## src/hp_consts.svh

```systemverilog
`ifndef HP_CONSTS_SVH
`define HP_CONSTS_SVH

// ----------------------------------------
// Host port widths
// ----------------------------------------
`define HP_DATA_W 8
`define HP_ADDR_W 9
`define HP_DATA_MSB 7
`define HP_ADDR_MSB 8

// ----------------------------------------
// Reset values
// ----------------------------------------
`define HP_STROBE_IDLE 3'h7
`define HP_DATA_RST 8'h00
`define HP_ADDR_RST 9'h000

// ----------------------------------------
// Timing: depth of the input synchroniser
// ----------------------------------------
`define HP_SYNC_STAGES 2

`endif

```

## src/hp_pkg.sv

```systemverilog
package hp_pkg;

   // Access sequencer, Gray coded along idle -> capture -> drive
   typedef enum logic [1:0]
   {
      HP_ST_IDLE = 2'b00,
      HP_ST_RD_CAP = 2'b01,
      HP_ST_RD_DRV = 2'b11,
      HP_ST_WR_HOLD = 2'b10
   } hp_state_t;

endpackage

```

## src/hp_host_port.sv

```systemverilog
// Functional notes
// Accesses happen only while select is low; strobes ignored otherwise.
// Write strobe low with select latches the data bus to the location.
// Read strobe low with select drives the addressed byte onto the bus.
// Both strobes low with select counts as a write, never a read.
// Single direction-line hosts wire it to write strobe, read tied low.
// Data path is eight bits, bit 7 most significant; address nine bits.
// Pending internal interrupt pulls the open-drain interrupt pin low.
// Master reset low clears the whole port without waiting for a clock.
// The port reaches both registers and packet buffers via one address.
// Select and strobes are synchronised; each access gives one pulse.
`timescale 1ns/1ps
`include "hp_consts.svh"

module hp_host_port (
   // Clock and resets
   input wire logic ref_clk,
   input wire logic reset,
   input wire logic master_reset_n,
   // Host pins
   input wire logic host_select_n,
   input wire logic host_write_strobe_n,
   input wire logic host_read_strobe_n,
   input wire logic [`HP_ADDR_MSB:0] host_addr_bus,
   input wire logic [`HP_DATA_MSB:0] host_data_bus_i,
   output logic [`HP_DATA_MSB:0] host_data_bus_o,
   output logic host_data_bus_oe,
   output logic host_irq_n_o,
   output logic host_irq_n_oe,
   // Core side: registers and buffers share one address space
   output logic [`HP_ADDR_MSB:0] core_addr,
   output logic [`HP_DATA_MSB:0] core_wdata,
   output logic core_wr,
   output logic core_rd,
   input wire logic [`HP_DATA_MSB:0] core_rdata,
   input wire logic core_irq
);

   // ----------------------------------------
   // Master reset
   // ----------------------------------------
   logic mrst_meta_r;
   logic mrst_n_r;

   // Clears at once, lets go two edges later, so no flop sees the pin
   // release close to a clock edge
   always_ff @(posedge ref_clk or negedge master_reset_n)
   begin
      if (!master_reset_n)
      begin
         mrst_meta_r <= 1'b0;
         mrst_n_r <= 1'b0;
      end
      else
      begin
         mrst_meta_r <= 1'b1;
         mrst_n_r <= mrst_meta_r;
      end
   end

   // ----------------------------------------
   // Input synchronisers
   // ----------------------------------------
   logic [2:0] ctl_s;
   logic [`HP_ADDR_MSB:0] addr_s;
   logic [`HP_DATA_MSB:0] data_s;

   // Address and data are synchronised too; the strobes lag them by
   // nothing, so hosts must hold them stable while the strobe is low
   hp_sync #(.W(3), .RSTV(`HP_STROBE_IDLE)) u_sync_ctl (
      .ref_clk(ref_clk),
      .reset(reset),
      .master_reset_n(mrst_n_r),
      .d({host_select_n, host_write_strobe_n, host_read_strobe_n}),
      .q(ctl_s)
   );
   hp_sync #(.W(`HP_ADDR_W + `HP_DATA_W)) u_sync_bus (
      .ref_clk(ref_clk),
      .reset(reset),
      .master_reset_n(mrst_n_r),
      .d({host_addr_bus, host_data_bus_i}),
      .q({addr_s, data_s})
   );

   // ----------------------------------------
   // Access decode
   // ----------------------------------------
   wire sel = ~ctl_s[2];
   wire wr_req = sel & ~ctl_s[1];
   wire rd_req = sel & ~ctl_s[0] & ctl_s[1];

   hp_pkg::hp_state_t state_r;
   hp_pkg::hp_state_t state_nxt;
   wire in_rd = (state_r == hp_pkg::HP_ST_RD_CAP) ||
                (state_r == hp_pkg::HP_ST_RD_DRV);
   // Write wins over a read in progress, so a late write strobe aborts it
   wire start_wr = wr_req & (state_r != hp_pkg::HP_ST_WR_HOLD);
   wire start_rd = rd_req & (state_r == hp_pkg::HP_ST_IDLE);
   wire cap_rd = (state_r == hp_pkg::HP_ST_RD_CAP);

   // Next state: one pass per strobe, back to idle when it ends
   always_comb
   begin
      state_nxt = state_r;
      unique case (state_r)
         hp_pkg::HP_ST_IDLE:
         begin
            if (wr_req)
               state_nxt = hp_pkg::HP_ST_WR_HOLD;
            else if (rd_req)
               state_nxt = hp_pkg::HP_ST_RD_CAP;
         end
         hp_pkg::HP_ST_RD_CAP, hp_pkg::HP_ST_RD_DRV:
         begin
            if (wr_req)
               state_nxt = hp_pkg::HP_ST_WR_HOLD;
            else if (!rd_req)
               state_nxt = hp_pkg::HP_ST_IDLE;
            else
               state_nxt = hp_pkg::HP_ST_RD_DRV;
         end
         hp_pkg::HP_ST_WR_HOLD:
         begin
            if (!wr_req)
               state_nxt = hp_pkg::HP_ST_IDLE;
         end
      endcase
   end

   // ----------------------------------------
   // Registers
   // ----------------------------------------
   // Sequencer and strobes to the core
   always_ff @(posedge ref_clk or negedge mrst_n_r)
   begin
      if (!mrst_n_r)
      begin
         state_r <= hp_pkg::HP_ST_IDLE;
         core_wr <= 1'b0;
         core_rd <= 1'b0;
      end
      else if (reset)
      begin
         state_r <= hp_pkg::HP_ST_IDLE;
         core_wr <= 1'b0;
         core_rd <= 1'b0;
      end
      else
      begin
         state_r <= state_nxt;
         core_wr <= start_wr;
         core_rd <= start_rd;
      end
   end

   // Address and write data to the core, loaded at access start
   always_ff @(posedge ref_clk or negedge mrst_n_r)
   begin
      if (!mrst_n_r)
      begin
         core_addr <= `HP_ADDR_RST;
         core_wdata <= `HP_DATA_RST;
      end
      else if (reset)
      begin
         core_addr <= `HP_ADDR_RST;
         core_wdata <= `HP_DATA_RST;
      end
      else if (start_wr || start_rd)
      begin
         core_addr <= addr_s;
         core_wdata <= data_s;
      end
   end

   // Bus drive: data captured in the same cycle as the read pulse
   always_ff @(posedge ref_clk or negedge mrst_n_r)
   begin
      if (!mrst_n_r)
      begin
         host_data_bus_o <= `HP_DATA_RST;
         host_data_bus_oe <= 1'b0;
      end
      else if (reset)
      begin
         host_data_bus_o <= `HP_DATA_RST;
         host_data_bus_oe <= 1'b0;
      end
      else
      begin
         if (cap_rd)
            host_data_bus_o <= core_rdata;
         host_data_bus_oe <= (state_nxt == hp_pkg::HP_ST_RD_DRV);
      end
   end

   // Open drain interrupt: only ever drives low
   always_ff @(posedge ref_clk or negedge mrst_n_r)
   begin
      if (!mrst_n_r)
      begin
         host_irq_n_o <= 1'b0;
         host_irq_n_oe <= 1'b0;
      end
      else if (reset)
      begin
         host_irq_n_o <= 1'b0;
         host_irq_n_oe <= 1'b0;
      end
      else
      begin
         host_irq_n_o <= 1'b0;
         host_irq_n_oe <= core_irq;
      end
   end

   // ----------------------------------------
   // Assertions
   // ----------------------------------------
   property p_sel_gate;
      @(posedge ref_clk) disable iff (reset || !master_reset_n)
      (core_wr || core_rd) |-> $past(sel);
   endproperty
   a_sel_gate: assert property (p_sel_gate)
      else $error("core access without host select");

   property p_write_latch;
      @(posedge ref_clk) disable iff (reset || !master_reset_n)
      (state_r == hp_pkg::HP_ST_IDLE && wr_req) |=>
         (core_wr && core_wdata == $past(data_s) &&
          state_r == hp_pkg::HP_ST_WR_HOLD);
   endproperty
   a_write_latch: assert property (p_write_latch)
      else $error("write not latched from the data bus");

   property p_read_drive;
      @(posedge ref_clk) disable iff (reset || !master_reset_n)
      (state_r == hp_pkg::HP_ST_IDLE && rd_req) ##1 (rd_req && !wr_req)
         |=> (host_data_bus_oe && host_data_bus_o == $past(core_rdata));
   endproperty
   a_read_drive: assert property (p_read_drive)
      else $error("read byte not driven on the data bus");

   property p_both_low_write;
      @(posedge ref_clk) disable iff (reset || !master_reset_n)
      wr_req |=> (!core_rd && !host_data_bus_oe);
   endproperty
   a_both_low_write: assert property (p_both_low_write)
      else $error("read issued while write strobe low");

   property p_addr_pass;
      @(posedge ref_clk) disable iff (reset || !master_reset_n)
      (start_wr || start_rd) |=> core_addr == $past(addr_s);
   endproperty
   a_addr_pass: assert property (p_addr_pass)
      else $error("address not passed to the core");

   property p_irq_pin;
      @(posedge ref_clk) disable iff (reset || !mrst_n_r)
      mrst_n_r |=> (host_irq_n_oe == $past(core_irq) && !host_irq_n_o);
   endproperty
   a_irq_pin: assert property (p_irq_pin)
      else $error("interrupt pin does not follow pending interrupt");

   property p_master_reset;
      @(posedge ref_clk) disable iff (reset)
      !master_reset_n |-> (!host_data_bus_oe && !host_irq_n_oe &&
                           !core_wr && state_r == hp_pkg::HP_ST_IDLE);
   endproperty
   a_master_reset: assert property (p_master_reset)
      else $error("master reset did not clear the port");

   property p_one_pulse;
      @(posedge ref_clk) disable iff (reset || !master_reset_n)
      (core_wr || core_rd) |=> (!core_wr && !core_rd);
   endproperty
   a_one_pulse: assert property (p_one_pulse)
      else $error("access produced more than one core pulse");

   property p_hold_idle;
      @(posedge ref_clk) disable iff (reset || !master_reset_n)
      (state_r == hp_pkg::HP_ST_WR_HOLD && !wr_req) |=>
         (state_r == hp_pkg::HP_ST_IDLE && !in_rd);
   endproperty
   a_hold_idle: assert property (p_hold_idle)
      else $error("port did not return to idle after write");

endmodule

```

## src/hp_sync.sv

```systemverilog
`timescale 1ns/1ps
`include "hp_consts.svh"

module hp_sync #(
   parameter int W = 1,
   parameter logic [W-1:0] RSTV = '0
) (
   // Clock and resets
   input wire logic ref_clk,
   input wire logic reset,
   input wire logic master_reset_n,
   // Asynchronous in, synchronous out
   input wire logic [W-1:0] d,
   output logic [W-1:0] q
);

   // ----------------------------------------
   // Two flops per bit; the first is read by the second only
   // ----------------------------------------
   genvar i;
   generate
      for (i = 0; i < W; i++)
      begin : g_bit
         logic meta_r;
         logic sync_r;
         // Async clear takes constants only
         always_ff @(posedge ref_clk or negedge master_reset_n)
         begin
            if (!master_reset_n)
            begin
               meta_r <= RSTV[i];
               sync_r <= RSTV[i];
            end
            else if (reset)
            begin
               meta_r <= RSTV[i];
               sync_r <= RSTV[i];
            end
            else
            begin
               meta_r <= d[i];
               sync_r <= meta_r;
            end
         end
         assign q[i] = sync_r;
      end
   endgenerate

endmodule

```

## config.mk

```make
export PLATFORM = sky130hd
export DESIGN_NAME = hp_host_port
export DESIGN_NICKNAME = d
export VERILOG_FILES = /design/src/hp_pkg.sv /design/src/hp_host_port.sv /design/src/hp_sync.sv
export VERILOG_INCLUDE_DIRS = /design/src
export SDC_FILE = /design/constraint.sdc
export NUM_CORES = 1
export LEC_CHECK = 0
export BUFFER_PORTS_ARGS = -buffer_cell sky130_fd_sc_hd__buf_2
export CAP_MARGIN = 25
export CORE_ASPECT_RATIO = 0.7
export CORE_UTILIZATION = 40
export DETAILED_ROUTE_END_ITERATION = 8
export HOLD_SLACK_MARGIN = 0.08
export SLEW_MARGIN = 5
export SYNTH_ARGS = -nofsm -noshare
export SYNTH_HDL_FRONTEND = slang
export SYNTH_SLANG_ARGS = --single-unit
```

## constraint.sdc

```tcl
create_clock -name ref_clk -period 4.4 [get_ports ref_clk]
set_clock_uncertainty 0.1 [all_clocks]
set_input_delay 0.44 -clock ref_clk [delete_from_list [all_inputs] [get_ports ref_clk]]
set_output_delay 0.44 -clock ref_clk [all_outputs]
set_load 0.02 [all_outputs]
```

Word-level counts from Yosys, hierarchy flattened
Cells that the tools add are included.

Bits in registers: 73. Input bits: 32. Output and inout port bits: 30.

Equality and inequality tests: 5. Muxes and demuxes: 57. Bitwise gates (word level): 8. Reduce and logical (&&, ||, !) cells: 5.

Operators by type and width (number): $mux 1 (44); $mux 8 (4); $mux 9 (2); $mux 2 (6); $eq 2x2->1 const B (3); $pmux 2 s3 (1); $and 1x1->1 (5); $reduce_bool 2->1 (2); $not 1->1 (3); $eq 2x1->1 const B (1); $logic_not 2->1 (1); $ne 2x2->1 const B (1); $reduce_or 2->1 (1); $logic_or 1x1->1 (1).

Longest topological paths before layout
Gate-level depths: netlist of run 1.

Word-level depth: 8. Gate-level depth with buffers: 5. Mapped depth without buffers: 3.

Hierarchy
A second synthesis of run 1 with hierarchy kept.

Cells, all modules: 227. Area, all modules: 2942.8 um^2.

Modules (own cells, without submodules): hp_host_port (times used 1, cells each 124, area an instance 1490.2 um^2); hp_sync at u_sync_bus (times used 1, cells each 88, area an instance 1234.9 um^2); hp_sync at u_sync_ctl (times used 1, cells each 15, area an instance 217.7 um^2).

Worst setup path after synthesis of run 1
OpenSTA, ideal clock, no wires.

Path kind: reg-to-reg. Start: register state_r[0]. End: register core_addr[5]. Data arrival time: 1.170 ns. Data required time: 4.221 ns. Slack: 3.050 ns. Stages on the path, launching flop included: 6. Path buffers: 2. Period minus slack after synthesis: 1.350 ns. Path through: dfrtp_1 o21a_1 nor3_2 buf_6 buf_12 mux2i_1.

Longest elaborated chain between the ends: 4. Elaborated cells between the ends (all ways): 6. Those cells by class: eq/ne: 1; bitwise: 2; reduce/logical: 3.

RTL lines: from (decl) (line hp_host_port.sv:92) `hp_pkg::hp_state_t state_r;`; from (signal assigned) (line hp_host_port.sv:138) `state_r <= hp_pkg::HP_ST_IDLE;`; from (signal assigned) (line hp_host_port.sv:144) `state_r <= hp_pkg::HP_ST_IDLE;`; from (signal assigned) (line hp_host_port.sv:150) `state_r <= state_nxt;`; $ne 2x2->1 / $logic_not 2->1 (equally long branches) (line hp_host_port.sv:97, hp_host_port.sv:98); $and 1x1->1, on equally long branches (line hp_host_port.sv:97, hp_host_port.sv:98); $logic_or 1x1->1 (*) (line hp_host_port.sv:169) `else if (start_wr || start_rd)`; $reduce_bool 2->1 (no line) (*); to (signal assigned) (line hp_host_port.sv:161) `` core_addr <= `HP_ADDR_RST; ``; to (signal assigned) (line hp_host_port.sv:166) `` core_addr <= `HP_ADDR_RST; ``; to (signal assigned) (line hp_host_port.sv:171) `core_addr <= addr_s;`; to (decl) (line hp_host_port.sv:31) `` output logic [`HP_ADDR_MSB:0] core_addr, ``.

Every way passes the cells marked *; elsewhere a longest branch is shown, timed or not. A chain may end at the register's enable or synchronous reset.

Final worst setup path of run 1
Same ends and word-level chain as after synthesis.

==> summary.txt, run 1 <==
Pwr
  • Worst vdd ir: roughly 0.0002 V
  • Clk network pwr share: 0.407
  • PD cells: roughly 380 nW/um2
  • Net Sw Frac: 0.199
  • Switching power: around 260 uW
  • Logic pwr share: 0.042
  • Pleak: 0.00166 uW
  • Reg power frac: 0.551
  • Internal power: around 1000 uW
  • Power, Total: 1280 uW

Die
  • Die X: between 100 and 150 um
  • Die Ht: slightly above 70 um
  • FP Rows: 24
  • Io pins: a little over 60
  • Core area: 6430 um2
  • Initial Utilization: 0.428
  • Die area: about 7200 um2

Routing
  • Starting DRC count in detailed routing: 64
  • Uppermost layer routed: met4
  • Average wire per standard cell: around 11 um
  • DRT antenna net count: 0
  • Via Count: 1,558
  • Post-DR vias/cell: between 4 and 5
  • DRC violations left: 0
  • WL met1: about 1.9 mm
  • Routed WL: 4.06 mm
  • Met2 wire len: between 1.5 and 2 mm
  • Met3 wire length: roughly 240 um
  • Drt first pass iters: 4

GRT
  • GRT Resource Usage Total: 0.128
  • Vias in the first global route: around 1,500
  • Pin count of the biggest net entering global routing: between 80 and 90
  • GRT overflow: 0
  • First-pass GRT wire length: just under 7 mm
  • Initial antenna violation count: 0

Finish
  • Most common cell after layout, fill and taps aside: dfrtp_1
  • Nets@finish: 301
  • Layout area overhead: 21.8%
  • Most frequent cells in the layout: dfrtp_1, buf_2, nor2b_1
  • Layout cells sized above 1: 0.332
  • Ant diodes: 0

Critical path
  • Startpoint types: register
  • Worst setup startpoint: state_r[0]$_DFF_PN0_
  • CP endpoint: core_addr[5]$_DFFE_PN0P_
  • Worst Reg-to-Reg Cells: 4
  • Crit Path Class: register to register
  • Crit Path Max Fanout: 12
  • Worst r2r src: state_r[0]$_DFF_PN0_
  • Crit path DAT: about 1.8 ns
  • Reg-to-reg setup timing slack: 2.73 ns
  • Worst Setup End Kind: register
  • Critical R2R Capture: core_addr[5]$_DFFE_PN0P_
  • Worst endpoint required time: approximately 4.6 ns

Clock network
  • CTS Buffer Depth: 2
  • Post-CTS Setup Repair Bufs: 0
  • # clock sinks: 73
  • TritonCTS clock tree: built
  • CTS Hold Buffers Added: 1
  • Root Driver: clkbuf_8
  • Clock latency on the worst-skew pair: between 0.3 and 0.4 ns
  • Htree depth: 3
  • TritonCTS buffer count: 9
  • Post-CTS sizing: 0
  • Clock-pin slew on the worst setup and hold paths: roughly 0.07 ns

Timing
  • Period utilisation layout: 0.379
  • Worst Max-Slew Pin Slew: approximately 0.87 ns
  • Min Tclk post-route: around 1.7 ns
  • Final Hold Violating Endpoints: 0
  • Setup TNS: 0 ns
  • RSZ-0062 raised after global routing: false
  • Finish-stage setup viols: 0
  • Max-slew violation count: 0
  • Worst hold margin: about 0.20 ns
  • Slew Limit Headroom: 0.418
  • Fmax: ~600 MHz

Worst hold path
  • Worst hold path type: input port to register
  • Hold Path Origin: host_select_n

Status
  • Status: completed

Yosys
  • Synthesis-stage register bit count: 73
  • Main area contributors after synthesis: dfrtp_1, mux2i_1, nor2b_1, nand2b_1, dfstp_2
  • Share of the synthesized area in the top cell type: 0.610
  • Yosys Warn Count: 0
  • Synth Net Count: between 200 and 250
  • Synth Cell Area: 2750 um2
  • Post-synth EDFFs: 0
  • Seq/Total Area, Yosys: 0.667
  • Cells after synthesis: about 210
  • Synth async-reset ratio: 1.00
  • Synth cell types: 23
  • Cell taking the most area after synthesis: dfrtp_1
  • Average cell area after synthesis: 13.2 um2
  • Top FF cell, synth: dfrtp_1

Placement
  • Routability congestion estimate: approximately 0.69
  • Detail Placement HPWL: 2.44 mm
  • Port bufs: 60

Flow run
  • Max-cap violations: 0
cell usage after synthesis, types with 2 or more instances:
cell type and number:
dfstp_2 6, or2_2 6, conb_1 2, dfrtp_1 67, buf_2 2, nor2b_1 35
mux2i_1 25, nand2b_1 34, nor2_1 10, clkbuf_1 8
routing by layer:
layer,vias to the layer above,track usage
met5,-,0
met4,0,0.0580
met3,9,0.0537
met2,43,0.203
met1,736,0.152
li1,770,-
worst max-delay path: stages, from the launching register on:
cell	delay (ns)
dfrtp_1	0.42
o21a_1	0.23
nor3_4	0.39
buf_16	0.21
mux2i_1	0.22
registers in the layout (all words and copies together), names as in the netlist:
| signal | cells |
|---|---|
| core_wdata | 8 |
| host_data_bus_oe | 1 |
| u_sync_bus.g_bit.sync_r | 17 |
| state_r | 2 |
| core_rd | 1 |
| core_addr | 9 |
| u_sync_bus.g_bit.meta_r | 17 |
| u_sync_ctl.g_bit.meta_r | 3 |
| u_sync_ctl.g_bit.sync_r | 3 |
| host_data_bus_o | 8 |
| mrst_meta_r | 1 |
| host_irq_n_oe | 1 |
| mrst_n_r | 1 |
| core_wr | 1 |
power groups by stage:
stage,Sequential [uW],Clock [uW],Combinational (uW)
6_report,708,523,53.5
5_1_grt,713,573,59.6
4_1_cts,709,544,53.4
3_5_place_dp,722,0,52.6
3_3_place_gp,722,0,51.9
2_1_floorplan,719,0,33.4
kinds of logic after synthesis:
kind of cell | after synthesis | share of synthesized area
and+or+nand+nor | 92 | 0.204
other | 2 | 0.00273
DFF | 73 | 0.667
muxes | 25 | 0.0910
AOI/OAI and AO/OA | 2 | 0.00455
buffers and inverters | 14 | 0.0300
cell type report:
type / instances / area [um2]
clock buffers: 14 / 173
clock inverters: 2 / 35.0
fillers: 599 / 3080
inverters: 1 / 3.75
multi-input cells: 121 / 838
flip-flops and latches: 73 / 1840
well taps: 91 / 114
repair buffers: 63 / 345
metrics by stage:
step	worst slack [ns]	std cells	area [um2]	util
after floorplan	2.13	208	2750	-
after global placement	2.52	347	3100	0.483
after detailed placement	2.46	347	3100	0.483
after CTS	2.43	364	3320	0.517
after global routing	2.62	365	3350	0.521
final	2.73	365	3350	0.521
how the worst min path moves through the flow:
stage,endpoint,slack [ns],cells past startpoint
after floorplan,mrst_meta_r$_DFF_PN0_,0.04,0
after global placement,mrst_meta_r$_DFF_PN0_,0.13,1
after detailed placement,mrst_meta_r$_DFF_PN0_,0.13,1
after CTS,u_sync_ctl.g_bit[2].meta_r$_DFF_PN1_,0.18,2
after global routing,u_sync_ctl.g_bit[0].meta_r$_DFF_PN1_,0.18,2
final,u_sync_ctl.g_bit[2].meta_r$_DFF_PN1_,0.20,2
Note: power is estimated with default switching activity, not from simulation.
==> run 2: changes to the inputs <==
==> constraint.sdc (replaced) <==
create_clock -name ref_clk -period 1.6 [get_ports ref_clk]
set_clock_uncertainty 0.1 [all_clocks]
set_input_delay 0.16 -clock ref_clk [delete_from_list [all_inputs] [get_ports ref_clk]]
set_output_delay 0.16 -clock ref_clk [all_outputs]
set_load 0.02 [all_outputs]
==> summary.txt, run 2 (synthesis results as in run 1) <==
Critical path
  • Worst Setup End Kind: register (unchanged)
  • Critical path, cell by cell: o21a_1 > nor3_4 > buf_4 > mux2i_1 (was o21a_1 > nor3_4 > buf_16 > mux2i_1)
  • Crit-path max cell delay: 0.43 ns (was 0.42 ns)
  • Crit Path Max Fanout: 11 (was 12)
  • Crit path DAT: 1.62 ns (was 1.81 ns)
  • Startpoint types: register (unchanged)
  • Worst endpoint required time: 1.76 ns (was 4.55 ns)
  • Slowest stage cell on the critical path: dfrtp_1 (unchanged)
  • Crit Path Class: register to register (unchanged)

Timing
  • Setup slack after layout: 0.141 ns (was 2.73 ns)
  • RSZ-0062 raised after global routing: false (unchanged)
  • Min Tclk post-route: 1.46 ns (was 1.67 ns)
  • Worst hold margin: 0.138 ns (was 0.198 ns)
  • Max-slew violation count: 0 (unchanged)
  • Setup TNS: 0 ns (unchanged)
  • Final Hold Violating Endpoints: 0 (unchanged)
  • Finish-stage setup viols: 0 (unchanged)
  • Period utilisation layout: 0.912 (was 0.379)
  • Fmax: 685 MHz (was 600 MHz)

Finish
  • Layout cells sized above 1: 0.316 (was 0.332)
  • Nets@finish: 337 (was 301)
  • Ant diodes: 0 (unchanged)
  • Layout filler cell count: 557 (was 599)
  • Area occupied by multi-input gates: 838 um2 (unchanged)
  • Most common cell after layout, fill and taps aside: dfrtp_1 (unchanged)
  • Most frequent cells in the layout: dfrtp_1, buf_2, nor2b_1 (unchanged)
  • FF/Latch Area: 1840 um2 (unchanged)
  • Top Registers: u_sync_bus.g_bit.meta_r: 17 flops, u_sync_bus.g_bit.sync_r: 17 flops, core_addr: 9 flops (unchanged)
  • Layout area overhead: 36.6% (was 21.8%)

Pwr
  • Internal power: 3320 uW (was 1030 uW)
  • Net Sw Frac: 0.189 (was 0.199)
  • Worst vdd ir: 0.000495 V (was 0.000202 V)
  • Switching power: 771 uW (was 255 uW)
  • Reg power frac: 0.472 (was 0.551)
  • Logic pwr share: 0.058 (was 0.042)
  • Pleak: 0.00185 uW (was 0.00166 uW)
  • Clk network pwr share: 0.471 (was 0.407)
  • Power, Total: 4090 uW (was 1280 uW)
  • PD cells: 1090 nW/um2 (was 384 nW/um2)

Clock network
  • Post-CTS Setup Repair Bufs: 0 (unchanged)
  • TritonCTS buffer count: 9 (unchanged)
  • Clock latency on the worst-skew pair: 0.34 ns (was 0.33 ns)
  • Post-CTS sizing: 0 (unchanged)
  • Root Driver: clkbuf_8 (unchanged)
  • Clock-pin slew on the worst setup and hold paths: 0.08 ns (was 0.07 ns)
  • CTS Hold Buffers Added: 32 (was 1)
  • # clock sinks: 73 (unchanged)
  • CTS Buffer Depth: 2 (unchanged)
  • TritonCTS clock tree: built (unchanged)
  • Htree depth: 3 (unchanged)

Die
  • Die Ht: 71.4 um (unchanged)
  • Die area: 7210 um2 (unchanged)
  • Io pins: 62 (unchanged)
  • Core area: 6430 um2 (unchanged)
  • Initial Utilization: 0.428 (unchanged)
  • Die X: 101 um (unchanged)
  • FP Rows: 24 (unchanged)

Placement
  • Pre-CTS setup slack: 0.135 ns (was 2.46 ns)
  • Port bufs: 60 (unchanged)
  • Detail Placement HPWL: 2.73 mm (was 2.44 mm)
  • Routability congestion estimate: 0.683 (was 0.694)

GRT
  • Vias in the first global route: 1,731 (was 1,520)
  • First-pass GRT wire length: 7.91 mm (was 6.90 mm)
  • Initial antenna violation count: 0 (unchanged)
  • Pin count of the biggest net entering global routing: 52 (was 87)
  • GRT Resource Usage Total: 0.149 (was 0.128)
  • GRT overflow: 0 (unchanged)

Routing
  • Average wire per standard cell: 11.3 um (was 11.1 um)
  • Starting DRC count in detailed routing: 33 (was 64)
  • DRT antenna net count: 0 (unchanged)
  • Post-DR vias/cell: 4.30 (was 4.27)
  • Via Count: 1,724 (was 1,558)
  • Drt first pass iters: 4 (unchanged)
  • Routed WL: 4.55 mm (was 4.06 mm)
  • DRC violations left: 0 (unchanged)

Flow run
  • Max-cap violations: 0 (unchanged)

Worst hold path
  • Worst hold path type: register to asynchronous set/reset pin (was input port to register)

Status
  • Status: completed (unchanged)
[run 2: final timing paths]
check / from / end / slack [ns] / depth (start not counted)
setup / recovery: state_r[0]$_DFF_PN0_ / core_wdata[6]$_DFFE_PN0P_ / 0.14 / 4
hold / removal: mrst_n_r$_DFF_PN0_ / u_sync_bus.g_bit[9].meta_r$_DFF_PN0_ / 0.14 / 0
setup reg to reg: state_r[0]$_DFF_PN0_ / core_wdata[6]$_DFFE_PN0P_ / 0.14 / 4
hold reg to reg: mrst_n_r$_DFF_PN0_ / u_sync_bus.g_bit[9].meta_r$_DFF_PN0_ / 0.14 / 0
max in group asynchronous: master_reset_n / mrst_n_r$_DFF_PN0_ / 0.70 / 3
min in group ref_clk: mrst_meta_r$_DFF_PN0_ / mrst_n_r$_DFF_PN0_ / 0.26 / 0
[run 2: metal layers]
| metal | global-route usage | vias to the layer above | wire [um] |
|---|---|---|---|
| met2 | 0.247 | 45 | 2160 |
| met1 | 0.172 | 826 | 2140 |
| met5 | 0 | - | 0 |
| met4 | 0.0531 | 0 | 31 |
| li1 | - | 845 | - |
| met3 | 0.0673 | 8 | 221 |
[run 2: worst max-delay path: cells and delay by family, from the launching register on]
kind / cells / cell delay (ns)
flops: 1 / 0.43
simple gates: 1 / 0.14
mux: 1 / 0.22
compound gates: 1 / 0.23
buf+inv: 1 / 0.25
[run 2: final cells by class]
type | count | share of cell area
Multi-Input combinational cell | 121 | 0.223
Clock inverter | 5 | 0.0333
Clock buffer | 11 | 0.0403
Timing Repair Buffer | 99 | 0.183
Sequential cell | 73 | 0.489
Tap cell | 91 | 0.0303
Inverter | 1 | 0.000999
[run 2: power groups by stage]
stage | registers, uW | clock network, uW | logic [uW]
finish | 1930 | 1920 | 235
global route | 1940 | 2060 | 264
CTS | 1930 | 1980 | 239
detailed placement | 1960 | 0 | 180
global placement | 1960 | 0 | 178
floorplan | 1980 | 0 | 91.9
[run 2: stage by stage]
step,std cells,cell area [um2],utilization
floorplan,208,2750,-
global placement,353,3160,0.492
detailed placement,353,3160,0.492
CTS,401,3760,0.585
global route,401,3760,0.585
finish,401,3760,0.585
==> run 3: changes to the inputs <==
--- a/config.mk
+++ b/config.mk
@@ -6,6 +6,7 @@
 export SDC_FILE = /design/constraint.sdc
 export NUM_CORES = 1
 export LEC_CHECK = 0
+export ABC_AREA = 1
 export BUFFER_PORTS_ARGS = -buffer_cell sky130_fd_sc_hd__buf_2
 export CAP_MARGIN = 25
 export CORE_ASPECT_RATIO = 0.7
==> summary.txt, run 3 <==
Status
  • Status: completed (unchanged)

Pwr
  • Net Sw Frac: 0.228 (was 0.189)
  • Logic pwr share: 0.066 (was 0.058)
  • Worst vdd ir: 0.000510 V (was 0.000495 V)
  • Clk network pwr share: 0.399 (was 0.471)
  • PD cells: 979 nW/um2 (was 1090 nW/um2)
  • Switching power: 824 uW (was 771 uW)
  • Internal power: 2780 uW (was 3320 uW)
  • Pleak: 0.00195 uW (was 0.00185 uW)
  • Reg power frac: 0.536 (was 0.472)

Yosys
  • Average cell area after synthesis: 10.6 um2 (was 13.2 um2)
  • Main area contributors after synthesis: dfrtp_1, inv_1, dfstp_2, nor2_1, nand4_1 (was dfrtp_1, mux2i_1, nor2b_1, nand2b_1, dfstp_2)
  • Cell taking the most area after synthesis: dfrtp_1 (unchanged)
  • Share of the synthesized area in the top cell type: 0.611 (was 0.610)
  • Yosys Warn Count: 0 (unchanged)
  • Top FF cell, synth: dfrtp_1 (unchanged)
  • Commonest cells in the netlist: dfrtp_1, inv_1, nor2_1 (was dfrtp_1, nor2b_1, nand2b_1)
  • Synth cell types: 23 (unchanged)
  • Synth Cell Area: 2740 um2 (was 2750 um2)
  • Cells after synthesis: 258 (was 208)
  • Synthesis-stage register bit count: 73 (unchanged)
  • Post-synth EDFFs: 0 (unchanged)
  • Seq/Total Area, Yosys: 0.668 (was 0.667)
  • Most common cell in the synthesized netlist: dfrtp_1 (unchanged)
  • Synth async-reset ratio: 1.00 (unchanged)
  • Synth Net Count: 290 (was 240)

Critical path
  • Startpoint types: register (unchanged)
  • Crit Path Max Fanout: 17 (was 11)
  • Worst Setup End Kind: register (unchanged)
  • Crit path DAT: 1.54 ns (was 1.62 ns)
  • Crit Path Class: register to register (unchanged)
  • Worst r2r src: state_r[1]$_DFF_PN0_ (was state_r[0]$_DFF_PN0_)
  • Worst setup startpoint: state_r[1]$_DFF_PN0_ (was state_r[0]$_DFF_PN0_)
  • Worst endpoint required time: 1.78 ns (was 1.76 ns)

Die
  • Io pins: 62 (unchanged)
  • FP Rows: 24 (unchanged)
  • Core area: 6430 um2 (unchanged)
  • Die area: 7200 um2 (was 7210 um2)
  • Initial Utilization: 0.427 (was 0.428)
  • Die Ht: 71.3 um (was 71.4 um)
  • Die X: 101 um (about the same)

Finish
  • Non-filler cells, final: 451 (was 401)
  • Nets@finish: 387 (was 337)
  • Ant diodes: 0 (unchanged)
  • Most frequent cells in the layout: dfrtp_1, buf_2, inv_1 (was dfrtp_1, buf_2, nor2b_1)
  • Layout cells sized above 1: 0.308 (was 0.316)
  • Top Registers: u_sync_bus.g_bit.meta_r: 17 flops, u_sync_bus.g_bit.sync_r: 17 flops, core_addr: 9 flops (unchanged)
  • Most common cell after layout, fill and taps aside: dfrtp_1 (unchanged)
  • Layout filler cell count: 591 (was 557)
  • Layout area overhead: 34.2% (was 36.6%)

Routing
  • Average wire per standard cell: 11.5 um (was 11.3 um)
  • Routed WL: 5.20 mm (was 4.55 mm)
  • DRC violations left: 0 (unchanged)
  • Starting DRC count in detailed routing: 84 (was 33)
  • Post-DR vias/cell: 4.25 (was 4.30)
  • Drt first pass iters: 4 (unchanged)
  • DRT antenna net count: 0 (unchanged)
  • Via Count: 1,916 (was 1,724)

Clock network
  • Post-CTS Setup Repair Bufs: 0 (unchanged)
  • Clock-pin slew on the worst setup and hold paths: 0.08 ns (about the same)
  • TritonCTS buffer count: 9 (unchanged)
  • Htree depth: 3 (unchanged)
  • CTS Hold Buffers Added: 32 (unchanged)
  • Root Driver: clkbuf_8 (unchanged)
  • CTS Buffer Depth: 2 (unchanged)
  • Post-CTS sizing: 0 (unchanged)
  • Clock latency on the worst-skew pair: 0.34 ns (about the same)
  • TritonCTS clock tree: built (unchanged)
  • # clock sinks: 73 (unchanged)

Timing
  • RSZ-0062 raised after global routing: false (unchanged)
  • Max-slew violation count: 0 (unchanged)
  • Period utilisation layout: 0.855 (was 0.912)
  • Setup TNS: 0 ns (unchanged)
  • Finish-stage setup viols: 0 (unchanged)
  • Final Hold Violating Endpoints: 0 (unchanged)
  • Fmax: 731 MHz (was 685 MHz)
  • Min Tclk post-route: 1.37 ns (was 1.46 ns)

GRT
  • GRT overflow: 0 (unchanged)
  • GR Util met3: 0.0566 (was 0.0673)
  • Met1 Use GR: 0.206 (was 0.172)
  • Vias in the first global route: 1,898 (was 1,731)
  • GRT Resource Usage Total: 0.163 (was 0.149)
  • Met2 Use GR: 0.265 (was 0.247)
  • First-pass GRT wire length: 8.81 mm (was 7.91 mm)
  • Most Crowded Layer GR: met2 (unchanged)
  • Initial antenna violation count: 0 (unchanged)
  • Pin count of the biggest net entering global routing: 35 (was 52)

Worst hold path
  • Worst hold path type: register to asynchronous set/reset pin (unchanged)

Flow run
  • Max-cap violations: 0 (unchanged)

Placement
  • Port bufs: 60 (unchanged)
  • Detail Placement HPWL: 3.11 mm (was 2.73 mm)
  • Placed cells: 403 (was 353)
  • Routability congestion estimate: 0.764 (was 0.683)
==> run 3: path summary, 6_finish.rpt <==
path	to	slack (ns)	depth (start not counted)
worst max register to register	core_addr[8]$_DFFE_PN0P_	0.23	5
max in group asynchronous	mrst_n_r$_DFF_PN0_	0.70	3
min in group ref_clk	mrst_n_r$_DFF_PN0_	0.26	0
worst min-delay path	host_data_bus_o[5]$_DFFE_PN0P_	0.16	0
worst max-delay path	core_addr[8]$_DFFE_PN0P_	0.23	5
worst min register to register	host_data_bus_o[5]$_DFFE_PN0P_	0.16	0
==> run 3: area by class of cell <==
class,count,area (um2),share of cell area
Inverter,45,169,0.0459
Timing Repair Buffer,99,698,0.190
Tap cell,91,114,0.0309
Clock buffer,10,138,0.0374
Multi-Input combinational cell,127,661,0.179
Clock inverter,6,66.3,0.0180
Sequential cell,73,1840,0.499
==> run 3: logic make-up (layout without fill, tap and decap cells) <==
kind of cell / Yosys count / after routing / synth area share
buffers and inverters: 58 / 160 / 0.0907
other: 2 / 2 / 0.00274
AOI/OAI and AO/OA: 10 / 10 / 0.0182
DFF: 73 / 73 / 0.668
and+or+nand+nor: 115 / 115 / 0.220
==> run 3: metrics by stage <==
stage                      util  hold WS (ns)  instance area (um2)  power, uW  setup WS, ns
after global routing      0.573         0.189                 3680       3770         0.145
after detailed placement  0.492        -0.150                 3160       2150         0.249
after global placement    0.492        -0.155                 3160       2150         0.296
after CTS                 0.573         0.172                 3680       3660         0.226
final                     0.573         0.161                 3680       3610         0.231
after floorplan               -        -0.236                 2750       2070         0.263
==> run 3: power groups by stage <==
stage / sequential (uW) / clock, uW / combinational, uW
6_report: 1930 / 1440 / 236
3_5_place_dp: 1970 / 0 / 179
2_1_floorplan: 1980 / 0 / 88.4
3_3_place_gp: 1970 / 0 / 176
5_1_grt: 1940 / 1570 / 266
4_1_cts: 1930 / 1480 / 239
==> run 3: worst max-delay path, cell delays in order, from the launching register on <==
cell     delay (ns)
dfrtp_1        0.41
nor2_1         0.20
nand3_4        0.13
nand2_4        0.24
nand3_1        0.13
nand2_1        0.08
==> run 3: metal layers <==
metal	routed length [um]	up-vias
li1	-	984
met1	2450	874
met2	2430	51
met3	243	7
met4	70	0
met5	0	-
